[src/design/frst_pkg.sv]
package frst_pkg;

   // Timing figures in their own units, as printed.
   localparam int unsigned CLK_PERIOD_PS        = 10000;
   localparam int unsigned NEW_SUPPLY_SETTLE_NS = 300000;
   localparam int unsigned OLD_SUPPLY_SETTLE_NS = 35000;
   localparam int unsigned NEW_PULSE_NS         = 200;
   localparam int unsigned OLD_PULSE_NS         = 35000;
   localparam int unsigned NEW_RELEASE_NS       = 50;
   localparam int unsigned OLD_RELEASE_NS       = 200;
   localparam int unsigned ASSERT_TO_SELECT_NS  = 35000;
   localparam int unsigned SELECT_HIGH_NS       = 20;

   // Least times round up to whole cycles, never below one.
   function automatic int unsigned frst_cyc(input int unsigned ns);
      int unsigned c;
      c = (ns * 1000 + CLK_PERIOD_PS - 1) / CLK_PERIOD_PS;
      return (c < 1) ? 1 : c;
   endfunction : frst_cyc

   localparam int unsigned NEW_SUPPLY_SETTLE_CYC = frst_cyc(NEW_SUPPLY_SETTLE_NS);
   localparam int unsigned OLD_SUPPLY_SETTLE_CYC = frst_cyc(OLD_SUPPLY_SETTLE_NS);
   localparam int unsigned NEW_PULSE_CYC         = frst_cyc(NEW_PULSE_NS);
   localparam int unsigned OLD_PULSE_CYC         = frst_cyc(OLD_PULSE_NS);
   localparam int unsigned NEW_RELEASE_CYC       = frst_cyc(NEW_RELEASE_NS);
   localparam int unsigned OLD_RELEASE_CYC       = frst_cyc(OLD_RELEASE_NS);
   localparam int unsigned ASSERT_TO_SELECT_CYC  = frst_cyc(ASSERT_TO_SELECT_NS);
   localparam int unsigned SELECT_HIGH_CYC       = frst_cyc(SELECT_HIGH_NS);

   localparam int unsigned CNT_W = 16;

   // Sequencer states, Gray coded along the path.
   typedef enum logic [2:0] {
      FRST_SETTLE  = 3'b000,
      FRST_PULSE   = 3'b001,
      FRST_RELEASE = 3'b011,
      FRST_HIGH    = 3'b010,
      FRST_READY   = 3'b110
   } frst_state_e;

   // Flash control pins, all active low at the pins.
   typedef struct packed {
      logic restart_n;
      logic select_n;
      logic output_en_n;
   } frst_pins_s;

endpackage : frst_pkg

[src/design/frst_sequencer.sv]
// Function
// RULE1: Wait supply settle time after power before first select or output enable low.
// RULE2: After power-on, hold select and output enable high 20 ns before access.
// RULE3: Flash ignores select during warm reset; no access until sequence completes.
// RULE4: After restart release wait 50 ns newer, 200 ns older before select.
// RULE5: After warm reset of newer part keep select high 20 ns first.
// RULE6: Hold restart low 200 ns newer, 35 us older, both reset kinds.
// RULE7: At least 35 us from restart falling edge to first select low.
// RULE8: Restart low time plus release wait must cover assert-to-select time.
// RULE9: Toggle select actively for newer part; never tie it low.
// RULE10: Count each wait in clock cycles, rounded up, select and enable high.
`timescale 1ns/10ps
module frst_sequencer #(
   parameter int unsigned SUPPLY_NEW_CYC = frst_pkg::NEW_SUPPLY_SETTLE_CYC,
   parameter int unsigned SUPPLY_OLD_CYC = frst_pkg::OLD_SUPPLY_SETTLE_CYC,
   parameter int unsigned PULSE_OLD_CYC  = frst_pkg::OLD_PULSE_CYC,
   parameter int unsigned ASSERT_CYC     = frst_pkg::ASSERT_TO_SELECT_CYC
) (
   input  wire logic              sys_clk,       // 100 MHz clock.
   input  wire logic              arst_n,        // Asynchronous reset, active low.
   input  wire logic              newer_gen,     // High selects newer generation timing.
   input  wire logic              warm_req,      // Pulse asks for a warm restart.
   input  wire logic              acc_select,    // User access: drive select low.
   input  wire logic              acc_read,      // User access: drive output enable low.
   output frst_pkg::frst_pins_s   pins,          // Flash restart, select, output enable.
   output logic                   ready          // High once first access may begin.
);

   logic [frst_pkg::CNT_W-1:0] cnt_reg;
   logic [frst_pkg::CNT_W-1:0] cnt_next;
   frst_pkg::frst_state_e      state_reg;
   frst_pkg::frst_state_e      state_next;
   logic                       gen_reg;
   logic                       gen_next;
   frst_pkg::frst_pins_s       pins_reg;
   frst_pkg::frst_pins_s       pins_next;
   logic                       ready_reg;
   logic                       ready_next;

   // Power-up cannot know which part is fitted, so it waits the longer settle span.
   localparam int unsigned SETTLE_CYC = (SUPPLY_NEW_CYC > SUPPLY_OLD_CYC) ?
      SUPPLY_NEW_CYC : SUPPLY_OLD_CYC; // [RULE1]
   // Wait lengths chosen from gen_reg: newer after reset, else the generation captured at warm restart.
   wire [frst_pkg::CNT_W-1:0] pulse_len = gen_reg ?
      frst_pkg::CNT_W'(frst_pkg::NEW_PULSE_CYC) : frst_pkg::CNT_W'(PULSE_OLD_CYC); // [RULE6]
   wire [frst_pkg::CNT_W-1:0] release_min = gen_reg ?
      frst_pkg::CNT_W'(frst_pkg::NEW_RELEASE_CYC) :
      frst_pkg::CNT_W'(frst_pkg::OLD_RELEASE_CYC); // [RULE4]
   // Low time plus release wait must also reach the assert-to-select figure.
   wire [frst_pkg::CNT_W-1:0] release_gap = (ASSERT_CYC > pulse_len) ?
      frst_pkg::CNT_W'(ASSERT_CYC) - pulse_len : '0; // [RULE7] [RULE8]
   wire [frst_pkg::CNT_W-1:0] release_len =
      (release_gap > release_min) ? release_gap : release_min;
   wire [frst_pkg::CNT_W-1:0] high_len = frst_pkg::CNT_W'(frst_pkg::SELECT_HIGH_CYC);
   wire cnt_done = (cnt_reg == '0);

   // Sequencer: every wait is a down counter; select and output enable stay high until ready.
   always_comb begin
      state_next = state_reg;
      cnt_next   = cnt_reg;
      gen_next   = gen_reg;
      pins_next  = '{restart_n: 1'b1, select_n: 1'b1, output_en_n: 1'b1}; // [RULE10]
      ready_next = 1'b0;
      unique case (state_reg)
         frst_pkg::FRST_SETTLE: begin
            pins_next.restart_n = 1'b0;
            if (cnt_done) begin // [RULE1]
               state_next = frst_pkg::FRST_PULSE;
               cnt_next   = pulse_len - 1'b1;
            end else begin
               cnt_next = cnt_reg - 1'b1;
            end
         end
         frst_pkg::FRST_PULSE: begin
            pins_next.restart_n = 1'b0; // [RULE6]
            if (cnt_done) begin
               state_next          = frst_pkg::FRST_RELEASE;
               pins_next.restart_n = 1'b1;
               cnt_next            = release_len - 1'b1;
            end else begin
               cnt_next = cnt_reg - 1'b1;
            end
         end
         frst_pkg::FRST_RELEASE: begin
            // Select is don't-care to the flash here, so it is simply held high.
            if (cnt_done) begin // [RULE3] [RULE4]
               state_next = frst_pkg::FRST_HIGH;
               cnt_next   = high_len - 1'b1;
            end else begin
               cnt_next = cnt_reg - 1'b1;
            end
         end
         frst_pkg::FRST_HIGH: begin
            if (cnt_done) begin // [RULE2] [RULE5]
               state_next = frst_pkg::FRST_READY;
               ready_next = 1'b1;
            end else begin
               cnt_next = cnt_reg - 1'b1;
            end
         end
         frst_pkg::FRST_READY: begin
            ready_next = 1'b1;
            if (warm_req) begin
               state_next = frst_pkg::FRST_PULSE;
               gen_next   = newer_gen;
               ready_next = 1'b0;
               pins_next.restart_n = 1'b0;
               cnt_next = (newer_gen ? frst_pkg::CNT_W'(frst_pkg::NEW_PULSE_CYC) :
                  frst_pkg::CNT_W'(PULSE_OLD_CYC)) - 1'b1;
            end else begin
               // Select is driven from user requests and released between them.
               pins_next.select_n    = ~acc_select; // [RULE9]
               pins_next.output_en_n = ~acc_read;
            end
         end
         default: begin
            state_next = frst_pkg::FRST_SETTLE;
         end
      endcase
   end

   // The settle count starts full at reset, so power-up waits its whole span.
   always_ff @(posedge sys_clk or negedge arst_n) begin
      if (!arst_n) begin
         state_reg <= frst_pkg::FRST_SETTLE;
         cnt_reg   <= frst_pkg::CNT_W'(SETTLE_CYC);
         gen_reg   <= 1'b1;
         pins_reg  <= '{restart_n: 1'b0, select_n: 1'b1, output_en_n: 1'b1};
         ready_reg <= 1'b0;
      end else begin
         state_reg <= state_next;
         cnt_reg   <= cnt_next;
         gen_reg   <= gen_next;
         pins_reg  <= pins_next;
         ready_reg <= ready_next;
      end
   end

   assign pins  = pins_reg;
   assign ready = ready_reg;

endmodule : frst_sequencer

[config.mk]
export PLATFORM = sky130hd
export DESIGN_NAME = frst_sequencer
export DESIGN_NICKNAME = d
export VERILOG_FILES = /design/src/design/frst_pkg.sv /design/src/design/frst_sequencer.sv
export SDC_FILE = /design/constraint.sdc
export NUM_CORES = 1
export LEC_CHECK = 0
export BUFFER_PORTS_ARGS = -buffer_cell sky130_fd_sc_hd__buf_2
export CAP_MARGIN = 20
export CORE_MARGIN = 1.5
export CORE_UTILIZATION = 55
export DETAILED_ROUTE_END_ITERATION = 10
export PLACE_DENSITY = 0.7
export SYNTH_ARGS = -nofsm -noshare
export SYNTH_HDL_FRONTEND = slang
export SYNTH_SLANG_ARGS = --single-unit
[constraint.sdc]
create_clock -name sys_clk -period 6.2 [get_ports sys_clk]
set_clock_uncertainty 0.2 [all_clocks]
set_input_delay 0.31 -clock sys_clk [delete_from_list [all_inputs] [get_ports sys_clk]]
set_output_delay 0.31 -clock sys_clk [all_outputs]
set_load 0.01 [all_outputs]
==> results of run 1 <==
-- stage by stage --
stage	setup WS (ns)	util	total power, mW	area [um^2]
final	3.107	0.6275	0.2357	1583
after global routing	2.929	0.6275	0.2475	1583
after CTS	3.132	0.6275	0.2374	1583
after detailed placement	3.164	0.6052	0.1649	1526
after global placement	3.270	0.6052	0.1646	1526
after floorplan	3.558	-	0.1596	1501
-- where the power goes --
part | switching (mW) | internal (mW) | leakage, nW
combinational | 0.00416 | 0.00239 | 0.311
sequential | 0 | 0.157 | 0.265
clock | 0.0472 | 0.0251 | 0.0150
total | 0.0513 | 0.184 | 0.592
-- placed cells by master (no fill, tap or decap), types with 2 or more instances in the layout --
master / instances
nor2_1: 26
inv_1: 3
o32a_1: 2
nor4_1: 2
nor3_1: 13
dfstp_2: 10
xor2_1: 2
a21oi_1: 8
clkbuf_4: 3
buf_2: 9
o31ai_1: 2
nand3_1: 4
nor4b_1: 3
nor2b_1: 3
o21ai_0: 6
nand2b_1: 2
xnor2_1: 8
or4_4: 2
and3_1: 5
nand2_1: 10
dlygate4sd3_1: 3
dfrtp_1: 14
o21a_1: 3
mux2i_1: 2
o22ai_1: 2
or3_1: 2
or4_1: 2
-- timing repair --
action / CTS / global route
endpoints found under the hold margin: 16 / 0
hold buffers: 3 / 0
resized for setup: 0 / 0
-- routing by layer --
metal | track usage | vias to the layer above
met5 | 0 | -
met4 | 0.1150 | 0
met3 | 0.02576 | 6
met2 | 0.3537 | 30
met1 | 0.3182 | 616
li1 | - | 628
-- final cells by class --
class	count	area share
multi-input cells	130	0.5178
flip-flops and latches	24	0.3874
repair buffers	12	0.04743
well taps	30	0.02372
clock buffers	4	0.01660
inverters	3	0.007115
-- worst reg2reg max path: cells and delay by family, from the launching register on --
| family | cells | cell delay [ns] |
|---|---|---|
| AOI/OAI and AO/OA | 3 | 1.29 |
| and+or+nand+nor | 2 | 0.64 |
| DFF | 1 | 0.86 |
-- how the worst min path moves through the flow --
stage          slack, ns      endpoint
2_1_floorplan      -0.19    cnt_reg[0]
3_3_place_gp        0.11  state_reg[2]
3_5_place_dp        0.13  state_reg[2]
4_1_cts             0.02  state_reg[1]
5_1_grt            0.005  state_reg[1]
6_report            0.03  state_reg[1]
-- cells by family after synthesis --
group                    synth area share
flip-flops                         0.4083
buffers and inverters             0.04582
multiplexers                      0.01333
AND/OR/NAND/NOR                    0.2717
AO/OA/AOI/OAI                      0.1942
XOR/XNOR                          0.05834
adder cells (fa/ha/maj)          0.008332
==> run metrics, run 1 <==
TritonRoute pass-1 iters 4; first-pass GRT wire length between 5000 and 6000 um; hold_sp warm_req; P per Cell Area 148.9 mW/mm^2; reg2reg setup slack a little over 3 ns; Post-Syn Instances 166; Total Wirelength ~3300 um; Placed Cells around 200; I/O Pins 10; setup TNS 0 ns; # rows 18; Largest register FFs 16; Worst path depth 5; DR WL/cell 16.36 um; routability congestion estimate ~0.86; crit path capture type register; Final HPWL DP approximately 2300 um; Detail Route Antenna Nets 0; M1 WL 1539 um; reg-to-reg endpoint cnt_reg[2]; top layer in use met4; crit path capture cnt_reg[2]; Post-Syn Nets about 170; DR WL met3 around 120 um; status finished clean; worst-skew pair later-pin latency approximately 0.31 ns; Min Hold Slack 0.03389 ns; synth top area cells dfrtp_1 (23%), dfstp_2 (18%), nor2_1 (6.5%); via-per-instance ratio between 6 and 7; Worst Max-Slew Pin Slew approximately 1.0 ns; antenna cell count 0; Critical-path top delay cell dfrtp_1; worst hold path class input pin to register; largest net degree at the start of global routing 25; setup violators final 0; initial antenna violation count 0; count leader, synth nor2_1; leakage dissipation 0.5917 nW; EDFF count, synth 0; die area roughly 0.0031 mm^2; Overflow after GRT 0; CTS tree built; Multi-input gate area 819.5 um^2; Final Critical Period between 3 and 4 ns; Hold Crit Depth 2; Layout Cells excl Fill slightly above 200; clock sink total 24; RSZ-0062 raised after global routing no; critical path arrival ~3.1 ns; Post CTS Setup Buffer Count 0; H-tree levels 1; core area about 0.0025 mm^2; IO Port Bufs 9; top-area cell type share of the netlist area 0.2333; Syn Area/Cell about 9 um^2; worst-path cell chain nand4b_1 -> nand2_1 -> a21boi_1 -> o21ai_0 -> a211o_1; Worst EP required approximately 6.2 ns; Max Fclk roughly 320 MHz; DRC 0; Ys Warns 0; Post-synth ARST share 1.000; vias 1280; fillers 202; WL met2 approximately 1600 um; Syn-to-layout area delta 5.417%; number of global-route vias before repair about 1200; Setup CP Type register to register; Largest stage delay, worst path 0.86 ns; initial DRC count 42; clock transition at the registers of the reported paths 0.13 ns; DIE WIDTH about 55 um; Final period util 0.4989; Max Transition Viols Final 0; proportion of layout cells with a drive suffix above 1 0.1676; Yosys reg bits 24; Initial Utilization 0.5952; RR Startpoint state_reg[2]; CTS root buf clkbuf_4; All-Layer GR Usage 0.2289; Yosys cell types a little under 50; cell taking the most area after synthesis dfrtp_1; R2R depth 5; Top delay family on crit path compound AO/OA/AOI/OAI gates; Top FF cell, synth dfrtp_1; total CTS buffers 3; Max Root-Sink Buffers 2; fin nets 181; peak fanout along the critical path 23; top post-synthesis cells by count nor2_1 (26), dfrtp_1 (14), nor3_1 (13); sequential area share after synthesis 0.4083; startpoint class of the critical path register; Bufs and invs on worst path 0; Peak VDD IR about 0.11 mV; Synth Cell Area about 0.0015 mm^2; Max Cap Violations 0; Storage cell area between 600 and 700 um^2; first element of the critical path state_reg[2]; Hold Vio Cnt, Final 0; DIE HEIGHT approximately 55 um; Max-Slew Margin vs Limit 0.3036
Power figures use the tool's default switching activity.
==> run 2, diff against run 1 <==
==> constraint.sdc (replaced) <==
create_clock -name sys_clk -period 3.2 [get_ports sys_clk]
set_clock_uncertainty 0.2 [all_clocks]
set_input_delay 0.16 -clock sys_clk [delete_from_list [all_inputs] [get_ports sys_clk]]
set_output_delay 0.16 -clock sys_clk [all_outputs]
set_load 0.01 [all_outputs]
==> run 2 against run 1 <==
Compared with the run above: clock power increased by 110%; fmax increased by 2.1%; critical path type unchanged; die area unchanged; critical path depth increased by 2; sequential cell count unchanged; count of clock-buffer cells in the layout unchanged.
==> run metrics, run 2 (synthesized netlist as in run 1, its figures left out) <==
Max Cap Violations 0 (unchanged); Max-Slew Margin vs Limit 0.3659 (was 0.3036); worst-skew pair later-pin latency 0.30 ns (was 0.31 ns); Largest register FFs 16 (unchanged); IO Port Bufs 9 (unchanged); DR WL met3 156 um (was 124 um); commonest non-fill, non-tap cell in the layout nor2_1 (unchanged); Syn-to-layout area delta 10.75% (was 5.417%); P per Cell Area 283.3 mW/mm^2 (was 148.9 mW/mm^2); Post-CTS Hold Fix Bufs 7 (was 3); reg2reg setup slack 0.17 ns (was 3.11 ns); Hold Vio Cnt, Final 0 (unchanged); DIE WIDTH 55.25 um (unchanged); H-tree levels 1 (unchanged); RSZ-0062 raised after global routing no (unchanged); DIE HEIGHT 55.25 um (unchanged); clock sink total 24 (unchanged); All-Layer GR Usage 0.2244 (was 0.2289); most frequent cells in the layout nor2_1 (26), dfrtp_1 (14), nor3_1 (13), nand2_1 (10), dfstp_2 (10) (unchanged); peak fanout along the critical path 13 (was 23); Max Root-Sink Buffers 2 (unchanged); fin nets 189 (was 181); clock transition at the registers of the reported paths 0.12 ns (was 0.13 ns); Worst Max-Slew Pin Slew 0.9492 ns (was 1.042 ns); first-pass GRT wire length 5540 um (was 5671 um); initial antenna violation count 0 (unchanged); die area 0.003053 mm^2 (unchanged); CTS root buf clkbuf_4 (unchanged); proportion of layout cells with a drive suffix above 1 0.1878 (was 0.1676); setup violators final 0 (unchanged); CTS tree built (unchanged); Final period util 0.9470 (was 0.4989); M1 WL 1405 um (was 1539 um); core area 0.002522 mm^2 (unchanged); fillers 204 (was 202); crit path capture type register (unchanged); TritonRoute pass-1 iters 4 (unchanged); largest net degree at the start of global routing 25 (unchanged); via-per-instance ratio 6.166 (was 6.305); startpoint class of the critical path register (unchanged); Detail Route Antenna Nets 0 (unchanged); setup TNS 0 ns (unchanged); Total Wirelength 3199 um (was 3322 um); Multi-input gate area 819.5 um^2 (unchanged); post-CTS sizing 0 (unchanged); vias 1301 (was 1280); status finished clean (unchanged); number of global-route vias before repair 1231 (was 1225); Total Power 0.4711 mW (was 0.2357 mW); total CTS buffers 3 (unchanged); routability congestion estimate 0.9116 (was 0.8576); initial DRC count 28 (was 42); Final Critical Period 3.030 ns (was 3.093 ns); Max Transition Viols Final 0 (unchanged); Setup CP Type register to register (unchanged); Peak VDD IR 0.2080 mV (was 0.1106 mV); Max Fclk 330.0 MHz (was 323.3 MHz); antenna cell count 0 (unchanged); leakage dissipation 0.6293 nW (was 0.5917 nW); top layer in use met4 (unchanged); I/O Pins 10 (unchanged); DR WL/cell 15.16 um (was 16.36 um); Overflow after GRT 0 (unchanged); # rows 18 (unchanged); critical path arrival 3.04 ns (was 3.10 ns); DRC 0 (unchanged); Worst EP required 3.21 ns (was 6.21 ns); Final HPWL DP 2330 um (was 2306 um); WL met2 1565 um (was 1606 um); Initial Utilization 0.5952 (unchanged); Post CTS Setup Buffer Count 0 (unchanged); worst hold path class input pin to asynchronous set/reset pin (was input pin to register); Storage cell area 613.1 um^2 (unchanged)
-- run 2: cell types whose count changed in the layout (fill, tap and decap cells not counted), sizes merged --
| cell | change |
|---|---|
| buf | +4 |
| dlygate4sd3 | +4 |
-- run 2: path summary, 6_finish.rpt --
check | to | from | cells after the start
setup / recovery | cnt_reg[11] | cnt_reg[0] | 7
hold / removal | state_reg[2] | arst_n | 2
setup reg to reg | cnt_reg[11] | cnt_reg[0] | 7
hold reg to reg | cnt_reg[0] | cnt_reg[0] | 1
max in group asynchronous | gen_reg | arst_n | 2
min in group sys_clk | cnt_reg[0] | cnt_reg[0] | 1
-- run 2: metrics by stage --
step | hold WS, ns | util | area, um^2 | setup WS, ns | cells
finish | 0.1448 | 0.6592 | 1663 | 0.1696 | 211
global route | 0.1724 | 0.6592 | 1663 | 0.06751 | 211
CTS | 0.1516 | 0.6592 | 1663 | 0.1924 | 211
detailed placement | -0.03776 | 0.6171 | 1556 | 0.2136 | 200
global placement | -0.04196 | 0.6171 | 1556 | 0.2656 | 200
floorplan | -0.3356 | - | 1501 | 0.5578 | 166
-- run 2: cell type report --
class	count	share of cell area
flip-flops and latches	24	0.3687
well taps	30	0.02257
multi-input cells	130	0.4929
repair buffers	20	0.08728
inverters	3	0.006772
clock buffers	4	0.02182
-- run 2: where the power goes --
group	internal, mW	switching, mW
Sequential	0.304	0
Clock	0.0694	0.0837
Combinational	0.00620	0.00788
Total	0.380	0.0915
-- run 2: worst max-delay path: stages (launching register included) --
cell	delay (ns)
dfrtp_1	0.43
inv_1	0.08
ha_1	0.21
or4b_1	0.51
or4_4	0.68
nor2_1	0.21
a21boi_1	0.31
a22o_1	0.30
-- run 2: metal layers --
| layer | up-vias | global-route usage |
|---|---|---|
| met3 | 8 | 0.02342 |
| met4 | 0 | 0.09408 |
| met5 | - | 0 |
| met2 | 35 | 0.3656 |
| li1 | 638 | - |
| met1 | 620 | 0.3041 |
